--- config.mk ---
export PLATFORM = sky130hd
export DESIGN_NAME = adcc_top
export DESIGN_NICKNAME = d
export VERILOG_FILES = /design/src/core/adcc_pkg.sv /design/src/core/adcc_top.sv
export SDC_FILE = /design/constraint.sdc
export NUM_CORES = 1
export LEC_CHECK = 0
export BUFFER_PORTS_ARGS = -buffer_cell sky130_fd_sc_hd__buf_2
export CORE_UTILIZATION = 45
export DETAILED_ROUTE_END_ITERATION = 8
export PLACE_DENSITY = 0.72
export SYNTH_ARGS = -nofsm -noshare
export SYNTH_HDL_FRONTEND = slang
export SYNTH_SLANG_ARGS = --single-unit
--- constraint.sdc ---
create_clock -name aclk -period 2.2 [get_ports aclk]
set_input_delay 0.33 -clock aclk [delete_from_list [all_inputs] [get_ports aclk]]
set_output_delay 0.33 -clock aclk [all_outputs]
set_load 0.01 [all_outputs]
--- src/core/adcc_pkg.sv ---
package adcc_pkg;

  // register byte offsets
  localparam logic [7:0] ADCC_OFF_CTRL0 = 8'h00;
  localparam logic [7:0] ADCC_OFF_CTRL1 = 8'h04;
  localparam logic [7:0] ADCC_OFF_PINSEL = 8'h08;
  localparam logic [7:0] ADCC_OFF_RESULT = 8'h0c;
  localparam logic [7:0] ADCC_OFF_IRQ_STAT = 8'h10;
  localparam logic [7:0] ADCC_OFF_IRQ_MASK = 8'h14;

  // conv_control_0 fields
  localparam int ADCC_C0_START = 7;
  localparam int ADCC_C0_PEND = 6;
  localparam int ADCC_C0_PWR_OFF = 5;
  localparam int ADCC_C0_ALIGN = 4;
  localparam int ADCC_C0_CH_LO = 0;
  // conv_control_1 fields
  localparam int ADCC_C1_INT_REF = 7;
  localparam int ADCC_C1_BANDGAP_EN = 6;
  localparam int ADCC_C1_REF_SEL = 4;
  localparam int ADCC_C1_DIV_LO = 0;
  // interrupt status bit
  localparam int ADCC_IRQ_DONE = 0;

  // reset values
  localparam logic ADCC_RST_PEND = 1'b1;
  localparam logic ADCC_RST_PWR_OFF = 1'b1;
  localparam logic [3:0] ADCC_RST_PINSEL = 4'hf;

  // conversion length in conversion clock periods
  localparam logic [3:0] ADCC_CONV_LAST = 4'hf;
  localparam int ADCC_CONV_PERIODS = 16;

  localparam logic [1:0] ADCC_RESP_OKAY = 2'h0;
  localparam logic [1:0] ADCC_RESP_SLVERR = 2'h2;

  typedef enum logic [1:0] {
    ADCC_ST_IDLE = 2'b00,
    ADCC_ST_HOLD = 2'b01,
    ADCC_ST_CONV = 2'b10
  } adcc_state_type;

  // controls towards the analog converter core
  typedef struct packed {
    logic power_down;
    logic core_reset;
    logic conv_clk_en;
    logic [2:0] input_sel;
    logic bandgap_en;
    logic ref_ext;
  } adcc_core_ctl_type;

endpackage : adcc_pkg

--- src/core/adcc_top.sv ---
// Contract
// pin-select low bits make port A pins analog
// pin-select upper four bits read zero
// conversion starts after start goes high then low
// start high holds converter reset, pending set
// hardware clears pending flag on completion
// completion sets interrupt flag, raises enabled interrupt
// software may poll pending flag instead
// three-bit code divides system clock by 1..64; code 111 divides by 128
// software keeps conversion clock 0.5 to 10 us
// at 4 MHz avoid codes 000, 110
// power-off bit one powers converter down
// software waits settling after power on
// software powers converter off when unused
// reference select picks supply or external pin
// channel field or internal reference drives input
// alignment bit justifies result left or right
// conversion lasts sixteen conversion clock periods
// result updates when pending flag clears
module adcc_top
  import adcc_pkg::*;
(
  input wire logic aclk,
  input wire logic aresetn,
  input wire logic [7:0] s_axi_awaddr,
  input wire logic s_axi_awvalid,
  output logic s_axi_awready,
  input wire logic [31:0] s_axi_wdata,
  input wire logic [3:0] s_axi_wstrb,
  input wire logic s_axi_wvalid,
  output logic s_axi_wready,
  output logic [1:0] s_axi_bresp,
  output logic s_axi_bvalid,
  input wire logic s_axi_bready,
  input wire logic [7:0] s_axi_araddr,
  input wire logic s_axi_arvalid,
  output logic s_axi_arready,
  output logic [31:0] s_axi_rdata,
  output logic [1:0] s_axi_rresp,
  output logic s_axi_rvalid,
  input wire logic s_axi_rready,
  input wire logic [11:0] core_data,
  output adcc_core_ctl_type core_ctl,
  output logic [3:0] analog_pin_en,
  output logic vref_pin_sel,
  output logic irq
);

  function automatic logic [6:0] div_mask(input logic [2:0] code);
    // 111 runs as divide by 128
    div_mask = 7'((8'h01 << code) - 8'h01);
  endfunction : div_mask

  function automatic logic [15:0] align_result(input logic [11:0] res, input logic right);
    align_result = right ? {4'h0, res} : {res, 4'h0};
  endfunction : align_result

  function automatic logic is_mapped(input logic [7:0] addr);
    is_mapped = (addr == ADCC_OFF_CTRL0) || (addr == ADCC_OFF_CTRL1) || (addr == ADCC_OFF_PINSEL) ||
                (addr == ADCC_OFF_RESULT) || (addr == ADCC_OFF_IRQ_STAT) || (addr == ADCC_OFF_IRQ_MASK);
  endfunction : is_mapped

  // bus state
  logic awready_ff, wready_ff, bvalid_ff, arready_ff, rvalid_ff;
  logic aw_held_ff, w_held_ff;
  logic [7:0] aw_addr_ff;
  logic [31:0] w_data_ff;
  logic [3:0] w_strb_ff;
  logic [1:0] bresp_ff, rresp_ff;
  logic [31:0] rdata_ff;

  // control registers
  logic start_ff, pend_ff, pwr_off_ff, align_ff;
  logic [1:0] chan_ff;
  logic int_ref_ff, bandgap_ff, ref_sel_ff;
  logic [2:0] div_sel_ff;
  logic [3:0] pinsel_ff;
  logic irq_stat_ff, irq_mask_ff, irq_ff;
  logic [11:0] result_ff;

  // conversion engine
  adcc_state_type state_ff, nxt_state;
  logic [6:0] presc_ff;
  logic [3:0] bitcnt_ff;
  adcc_core_ctl_type core_ctl_ff, nxt_core_ctl;

  // write path decode
  wire aw_take = s_axi_awvalid && awready_ff;
  wire w_take = s_axi_wvalid && wready_ff;
  wire wr_go = aw_held_ff && w_held_ff && !bvalid_ff;
  wire wr_lane0 = wr_go && w_strb_ff[0];
  wire wr_ctrl0 = wr_lane0 && (aw_addr_ff == ADCC_OFF_CTRL0);
  wire wr_ctrl1 = wr_lane0 && (aw_addr_ff == ADCC_OFF_CTRL1);
  wire wr_pinsel = wr_lane0 && (aw_addr_ff == ADCC_OFF_PINSEL);
  wire wr_stat = wr_lane0 && (aw_addr_ff == ADCC_OFF_IRQ_STAT);
  wire wr_mask = wr_lane0 && (aw_addr_ff == ADCC_OFF_IRQ_MASK);
  wire nxt_aw_held = aw_held_ff ? !wr_go : aw_take;
  wire nxt_w_held = w_held_ff ? !wr_go : w_take;
  wire nxt_bvalid = bvalid_ff ? !s_axi_bready : wr_go;
  wire [1:0] wr_resp = is_mapped(aw_addr_ff) ? ADCC_RESP_OKAY : ADCC_RESP_SLVERR;

  // read path decode
  wire ar_take = s_axi_arvalid && arready_ff;
  wire nxt_rvalid = rvalid_ff ? !s_axi_rready : ar_take;
  wire [7:0] ctrl0_rd = {start_ff, pend_ff, pwr_off_ff, align_ff, 2'h0, chan_ff};
  wire [7:0] ctrl1_rd = {int_ref_ff, bandgap_ff, 1'b0, ref_sel_ff, 1'b0, div_sel_ff};
  wire [31:0] rd_word =
    (s_axi_araddr == ADCC_OFF_CTRL0) ? {24'h0, ctrl0_rd} :
    (s_axi_araddr == ADCC_OFF_CTRL1) ? {24'h0, ctrl1_rd} :
    (s_axi_araddr == ADCC_OFF_PINSEL) ? {28'h0, pinsel_ff} :
    (s_axi_araddr == ADCC_OFF_RESULT) ? {16'h0, align_result(result_ff, align_ff)} :
    (s_axi_araddr == ADCC_OFF_IRQ_STAT) ? {31'h0, irq_stat_ff} :
    (s_axi_araddr == ADCC_OFF_IRQ_MASK) ? {31'h0, irq_mask_ff} : 32'h0;
  wire [1:0] rd_resp = is_mapped(s_axi_araddr) ? ADCC_RESP_OKAY : ADCC_RESP_SLVERR;

  // conversion clock divider and sequencing
  wire in_conv = (state_ff == ADCC_ST_CONV);
  wire tick = in_conv && (presc_ff == div_mask(div_sel_ff));
  wire conv_done = tick && (bitcnt_ff == ADCC_CONV_LAST);
  wire nxt_pend = start_ff ? 1'b1 : (conv_done ? 1'b0 : pend_ff);
  wire nxt_irq_stat = conv_done || (irq_stat_ff && !(wr_stat && w_data_ff[ADCC_IRQ_DONE]));
  wire nxt_irq_mask = wr_mask ? w_data_ff[ADCC_IRQ_DONE] : irq_mask_ff;

  always_comb begin
    case (state_ff)
      ADCC_ST_IDLE: nxt_state = start_ff ? ADCC_ST_HOLD : ADCC_ST_IDLE;
      ADCC_ST_HOLD: nxt_state = start_ff ? ADCC_ST_HOLD : ADCC_ST_CONV;
      ADCC_ST_CONV: nxt_state = start_ff ? ADCC_ST_HOLD : (conv_done ? ADCC_ST_IDLE : ADCC_ST_CONV);
      default: nxt_state = ADCC_ST_IDLE;
    endcase
  end

  always_comb begin
    nxt_core_ctl.power_down = pwr_off_ff;
    nxt_core_ctl.core_reset = start_ff;
    nxt_core_ctl.conv_clk_en = tick;
    nxt_core_ctl.input_sel = int_ref_ff ? 3'h4 : {1'b0, chan_ff};
    nxt_core_ctl.bandgap_en = bandgap_ff;
    nxt_core_ctl.ref_ext = ref_sel_ff;
  end

  always_ff @(posedge aclk) begin
    if (!aresetn) begin
      awready_ff <= 1'b0;
      wready_ff <= 1'b0;
      bvalid_ff <= 1'b0;
      aw_held_ff <= 1'b0;
      w_held_ff <= 1'b0;
      bresp_ff <= ADCC_RESP_OKAY;
    end else begin
      aw_held_ff <= nxt_aw_held;
      w_held_ff <= nxt_w_held;
      bvalid_ff <= nxt_bvalid;
      awready_ff <= !nxt_aw_held && !nxt_bvalid;
      wready_ff <= !nxt_w_held && !nxt_bvalid;
      if (wr_go) bresp_ff <= wr_resp;
    end
  end

  always_ff @(posedge aclk) begin
    if (!aresetn) begin
      aw_addr_ff <= 8'h00;
      w_data_ff <= 32'h0;
      w_strb_ff <= 4'h0;
    end else begin
      if (aw_take) aw_addr_ff <= s_axi_awaddr;
      if (w_take) w_data_ff <= s_axi_wdata;
      if (w_take) w_strb_ff <= s_axi_wstrb;
    end
  end

  always_ff @(posedge aclk) begin
    if (!aresetn) begin
      arready_ff <= 1'b0;
      rvalid_ff <= 1'b0;
      rdata_ff <= 32'h0;
      rresp_ff <= ADCC_RESP_OKAY;
    end else begin
      rvalid_ff <= nxt_rvalid;
      arready_ff <= !nxt_rvalid;
      if (ar_take) rdata_ff <= rd_word;
      if (ar_take) rresp_ff <= rd_resp;
    end
  end

  always_ff @(posedge aclk) begin
    if (!aresetn) begin
      start_ff <= 1'b0;
      pwr_off_ff <= ADCC_RST_PWR_OFF;
      align_ff <= 1'b0;
      chan_ff <= 2'h0;
    end else if (wr_ctrl0) begin
      start_ff <= w_data_ff[ADCC_C0_START];
      pwr_off_ff <= w_data_ff[ADCC_C0_PWR_OFF];
      align_ff <= w_data_ff[ADCC_C0_ALIGN];
      chan_ff <= w_data_ff[ADCC_C0_CH_LO +: 2];
    end
  end

  always_ff @(posedge aclk) begin
    if (!aresetn) begin
      int_ref_ff <= 1'b0;
      bandgap_ff <= 1'b0;
      ref_sel_ff <= 1'b0;
      div_sel_ff <= 3'h0;
    end else if (wr_ctrl1) begin
      int_ref_ff <= w_data_ff[ADCC_C1_INT_REF];
      bandgap_ff <= w_data_ff[ADCC_C1_BANDGAP_EN];
      ref_sel_ff <= w_data_ff[ADCC_C1_REF_SEL];
      div_sel_ff <= w_data_ff[ADCC_C1_DIV_LO +: 3];
    end
  end

  always_ff @(posedge aclk) begin
    if (!aresetn) begin
      pinsel_ff <= ADCC_RST_PINSEL;
    end else if (wr_pinsel) begin
      pinsel_ff <= w_data_ff[3:0];
    end
  end

  always_ff @(posedge aclk) begin
    if (!aresetn) begin
      state_ff <= ADCC_ST_IDLE;
      presc_ff <= 7'h00;
      bitcnt_ff <= 4'h0;
      pend_ff <= ADCC_RST_PEND;
      result_ff <= 12'h000;
    end else begin
      state_ff <= nxt_state;
      presc_ff <= (!in_conv || tick) ? 7'h00 : presc_ff + 7'h01;
      bitcnt_ff <= !in_conv ? 4'h0 : (tick ? bitcnt_ff + 4'h1 : bitcnt_ff);
      pend_ff <= nxt_pend;
      if (conv_done) result_ff <= core_data;
    end
  end

  always_ff @(posedge aclk) begin
    if (!aresetn) begin
      irq_stat_ff <= 1'b0;
      irq_mask_ff <= 1'b0;
      irq_ff <= 1'b0;
      core_ctl_ff <= '{power_down: 1'b1, core_reset: 1'b0, conv_clk_en: 1'b0, input_sel: 3'h0,
                       bandgap_en: 1'b0, ref_ext: 1'b0};
    end else begin
      irq_stat_ff <= nxt_irq_stat;
      irq_mask_ff <= nxt_irq_mask;
      irq_ff <= nxt_irq_stat && nxt_irq_mask;
      core_ctl_ff <= nxt_core_ctl;
    end
  end

  assign s_axi_awready = awready_ff;
  assign s_axi_wready = wready_ff;
  assign s_axi_bvalid = bvalid_ff;
  assign s_axi_bresp = bresp_ff;
  assign s_axi_arready = arready_ff;
  assign s_axi_rvalid = rvalid_ff;
  assign s_axi_rdata = rdata_ff;
  assign s_axi_rresp = rresp_ff;
  assign core_ctl = core_ctl_ff;
  assign analog_pin_en = pinsel_ff;
  assign vref_pin_sel = ref_sel_ff;
  assign irq = irq_ff;

  // helper: cycles spent converting
  logic [12:0] conv_cyc_ff;
  always_ff @(posedge aclk) begin
    if (!aresetn) conv_cyc_ff <= 13'h0;
    else conv_cyc_ff <= in_conv ? conv_cyc_ff + 13'h1 : 13'h0;
  end
endmodule : adcc_top

== After elaboration in Yosys (flattened, before gate mapping) ==
Index checks and enable logic that the tools add are counted.
Operators by class
  add/subtract/negate cells: 3
  $mul: 0
  divide/modulo/power cells: 0
  order comparisons: 0
  equal/unequal tests: 14
  shifts and indexed selects: 1
  multiplexer cells: 20
  bitwise operators: 1
  reductions and logical operators: 47
Operator list (count)
  two-way mux 16 bit: 5
  == test 8 x 4 -> 1 bit, second input constant: 4
  == test 8 x 5 -> 1 bit, second input constant: 4
  logical AND 1 bit: 18
  == test 8 x 3 -> 1 bit, second input constant: 2
  logical NOT 8 bit: 2
  logical OR 1 bit: 12
  logical NOT 1 bit: 10
  two-way mux 2 bit: 5
  two-way mux 1 bit: 8
  adder 7 x 1 -> 7 bit, second input constant: 1
  == test 7 bit: 1
  left shift 1 x 3 -> 7 bit, first input constant: 1
  subtractor 7 x 1 -> 7 bit, second input constant: 1
  case mux 2 bit (3 select lines): 1
  OR reduction 2 bit: 3
  adder 4 x 1 -> 4 bit, second input constant: 1
  == test 4 bit, second input constant: 1
  two-way mux 3 bit: 1
  == test 2 x 1 -> 1 bit, second input constant: 1
  == test 2 bit, second input constant: 1
  logical NOT 2 bit: 1
  AND reduction 2 bit: 1
  inverter 1 bit: 1
Word-level totals
  bits in registers: 112
  latch bits: 0
  bits in writable memories: 0
  memory bits (read-only): 0
  bits of input ports: 71
  output and inout port bits: 55
  memories kept: 0

== Longest topological paths before layout ==
  word-level depth: 9
  mapped depth: 7

== Worst setup path after synthesis ==
OpenSTA, ideal clock, no wires.
  path type: register to register
  from: register div_sel_ff[0]
  to: register result_ff[10]
  setup time: 0.072 ns
  arrival time: 1.749 ns
  slack: 0.379 ns
  stages on the path, launching flop included: 8
  period minus slack after synthesis: 1.821 ns
  path through: dfxtp_1 > buf_2 > nand2b_1 > a21o_2 > o221ai_4 > nor4_4 > buf_6 > mux2i_1
Between the ends
  word-level cells in the longest chain between the ends: 5
Ends and longest elaborated chain
  start: declaration: RTL line adcc_top.sv:76  | logic [2:0] div_sel_ff;
  start signal: assignment: RTL line adcc_top.sv:210  | div_sel_ff <= w_data_ff[ADCC_C1_DIV_LO +: 3];
  left shift 1 x 3 -> 7 bit: RTL line adcc_top.sv:51  | div_mask = 7'((8'h01 << code) - 8'h01);
  subtractor 7 x 1 -> 7 bit: RTL line adcc_top.sv:51
  == test 7 bit: RTL line adcc_top.sv:118  | wire tick = in_conv && (presc_ff == div_mask(div_sel_ff));
  logical AND 1 bit: RTL line adcc_top.sv:118
  logical AND 1 bit: RTL line adcc_top.sv:119  | wire conv_done = tick && (bitcnt_ff == ADCC_CONV_LAST);
  end signal: assignment: RTL line adcc_top.sv:234  | if (conv_done) result_ff <= core_data;
  end: declaration: RTL line adcc_top.sv:79  | logic [11:0] result_ff;
No other way between the ends.
A chain may end at the register's enable or synchronous reset.

== Final worst setup path ==
  from: register div_sel_ff[2]
  to: register presc_ff[1]
Between the ends
  word-level cells in the longest chain between the ends: 6
Ends and longest elaborated chain
  left shift 1 x 3 -> 7 bit: RTL line adcc_top.sv:51
  subtractor 7 x 1 -> 7 bit: RTL line adcc_top.sv:51
  == test 7 bit: RTL line adcc_top.sv:118
  logical AND 1 bit: RTL line adcc_top.sv:118
  logical OR 1 bit: RTL line adcc_top.sv:231  | presc_ff <= (!in_conv || tick) ? 7'h00 : presc_ff + 7'h01;
  OR reduction 2 bit (no source line)
  end signal: assignment: RTL line adcc_top.sv:231
  end: declaration: RTL line adcc_top.sv:83  | logic [6:0] presc_ff;
No other way between the ends.

==> impl_metrics.toml <==
[global_routing]
first_global_vias = 3162
gr-usage-all-layers_pct = 19.5
grt_start_max_net_pins = 45
grt_overflow = 0
grt_pass1_wl_um = 15000
antenna_found_initial = 0

[synthesis]
avgSynthCellArea_um2 = 8.77
synth_edf_count = 0
synth_top_area_cell = "dfxtp_1"
synth_area_leaders = "dfxtp_1, nand2_1, mux2i_1"
async_flop_share_pct = 0
synth_flop_cell = "dfxtp_1"
synth_top_area_share_pct = 45.0
syn_inst = 477
ys_types = 55
syn_area_um2 = 4190
yosys_register_bits = 94
seq_area_frac_synth_pct = 45.0
ys.warnings.count = 0

[clock_tree]
cts_max_level = 3
worst_setup_hold_path_clk_slew_ns = 0.09
clk_latency_ns = 0.36
cts_max_path_buffers = 2
cts_tree = "done"
cts_sinks = 94
clock-root-buffer = "clkbuf_8"
cts-resized-gates = 0
cts_made_buffers = 9

[placed_design]
placedCellCount = 647
port_buffers = 80
place_area_um2 = 4610
dpl.hpwl_um = 6510
gp_congestion = 0.771
dpl_worst_slack_ns = 0.165

[hold_path]
holdPathStages = 3
hold_class = "primary input to register"

[timing]
setup_viol = 0
fmaxAchievable_ghz = 0.485
tightest_slew_ns = 0.635
slew_headroom_pct = 57.5
period_share_pct = 93.7
finClkSkew_ns = 0.00853
worst_slack_ns = 0.138
period_needed_ns = 2.06
hold_violations = 0
slew_viol_final = 0

[cells_and_area]
synthToLayoutAreaGrowth_pct = 14.8
seq_area_um2 = 1880
diodes = 0
nNetsFinal = 625
final_util_pct = 54.3
fillers = 859
final_cell_area_um2 = 4800
drive_gt1_share_pct = 21.0
multi_input_area_um2 = 2080
fin_cells = 665

[power]
vdd_ir_drop_max_uv = 474
powerDensity_nw_per_um2 = 624
leakagePower_nw = 1.97
power_mw = 3.00

[die]
rows = 34
core_um2 = 8850
initial_core_util_pct = 47.3
dieWidth_um = 98.4
die-area_um2 = 9690
die_h_um = 98.4
io_pins = 126

[worst_setup_path]
arrival_ns = 2.33
cp_num_buf_inv = 2
cpPeakStageDelay_ns = 0.61
path_delay_family = "flip-flops"
crit_slowest_cell = "dfxtp_1"
critPathLaunchType = "register"
path_max_fanout = 12
crit_chain = "inv_1 -> o32ai_1 -> or3_4 -> nor3_4 -> buf_4 -> nor3b_1"
cp.required_ns = 2.47
end_kind = "register"
path_depth = 6
ff2ff_path_depth = 6
path_class = "register to register"

[run_status]
outcome = "finished with violations"
violations = "DRC"

[routing]
via_per_inst = 5.14
drtPass1Iterations = 9
ant_nets = 0
drc = 2
routed_wl_um = 9100
vias = 3421
drt_iter0_drc = 159
wl_per_cell_um = 13.7

[job]
max_cap_violations = 0
-- path summary, 6_finish.rpt --
| check | startpoint | to | slack [ns] |
|---|---|---|---|
| max | div_sel_ff[2]$_SDFFE_PN0P_ | presc_ff[1]$_SDFF_PP0_ | 0.14 |
| min | s_axi_awaddr[7] | aw_addr_ff[7]$_SDFFE_PN0P_ | 0.19 |
| max reg2reg | div_sel_ff[2]$_SDFFE_PN0P_ | presc_ff[1]$_SDFF_PP0_ | 0.14 |
| min reg2reg | state_ff[1]$_SDFF_PN0_ | state_ff[0]$_SDFF_PN0_ | 0.46 |
-- cell type report --
type | instances | area share [%]
well taps | 108 | 2.81
clock buffers | 11 | 2.94
repair buffers | 89 | 10.3
multi-input cells | 348 | 43.3
inverters | 10 | 0.781
clock inverters | 5 | 0.703
flip-flops and latches | 94 | 39.2
-- flip-flops by register name, indices dropped and copies added (netlist names), 3 cells and up --
register,flops
presc_ff,7
aw_addr_ff,8
bitcnt_ff,4
core_ctl,8
result_ff,12
s_axi_rdata,16
w_data_ff,8
analog_pin_en,4
div_sel_ff,3
-- synthesized netlist by cell type (4+ instances only) --
library cell,count
buf_4,18
and2_1,13
nand2b_1,7
a22oi_1,9
nor3_1,12
a21oi_1,29
nand3_1,14
o21ai_0,10
mux2i_1,36
nand2_1,97
dfxtp_1,94
and4_1,4
clkbuf_1,16
nor4_1,5
buf_1,4
nor2_1,35
inv_1,10
nand3b_1,5
-- worst min-delay path: cells and delay by family --
kind                   cells  cell delay, ns
AOI/OAI and AO/OA          1            0.05
buffers and inverters      1            0.09
and+or+nand+nor            1            0.05
-- cells in the final DEF (no fill, tap or decap), drive strengths merged, types with 2 or more instances in the layout --
cell type  Yosys  routed
nand2         97      97
dfxtp         94      94
buf           26      89
mux2i         36      36
nor2          35      35
a21oi         29      29
conb           1      18
nand3         14      14
nor3          14      14
and2          13      13
inv           10      11
o21ai         11      11
clkbuf        16      11
a22oi          9       9
nor4           8       8
nand2b         7       7
nand3b         6       6
and4           4       4
nor2b          3       3
and3           3       3
o21a           3       3
o211ai         3       3
a22o           3       3
xor2           3       3
nor3b          3       3
nand4b         2       2
a21boi         2       2
xnor2          2       2
ha             2       2
clkinv         0       2
clkinvlp       0       2
or3            2       2
-- power by group --
| part | total, mW | internal (mW) | switching [mW] |
|---|---|---|---|
| logic | 0.202 | 0.0770 | 0.125 |
| registers | 1.75 | 1.73 | 0.0230 |
| clock network | 1.05 | 0.443 | 0.603 |
| total | 3.00 | 2.25 | 0.752 |
-- cells by family (layout without fill, tap and decap cells) --
logic type,count (synthesis),in the layout,synth area share [%]
adders and majority gates,2,2,0.598
AOI/OAI and AO/OA,71,71,11.2
xor gates and xnor gates,5,5,1.05
other,1,18,0.0896
buffers and inverters,52,115,6.85
DFF,94,94,45.0
muxes,37,37,9.15
and+or+nand+nor,215,215,26.2
-- per-stage QoR --
stage | hold slack (ns) | TNS, ns
final | 0.194 | 0
after floorplan | 0.424 | 0
after global routing | 0.195 | -0.0309
after detailed placement | 0.445 | 0
after CTS | 0.184 | 0
after global placement | 0.435 | 0
-- metal layers --
layer / vias to the layer above / global-route usage, % / routed length, um
li1: 1759 / - / -
met1: 1577 / 24.8 / 4200
met2: 73 / 32.6 / 4360
met3: 12 / 3.40 / 353
met4: 0 / 8.84 / 186
met5: - / 0 / 0
-- repair_timing --
| item | CTS | global route |
|---|---|---|
| setup buffers | 0 | 2 |
| setup endpoints to repair | 0 | 2 |
| hold buffers | 0 | 0 |
No activity file was read; power rests on OpenSTA's default activity.
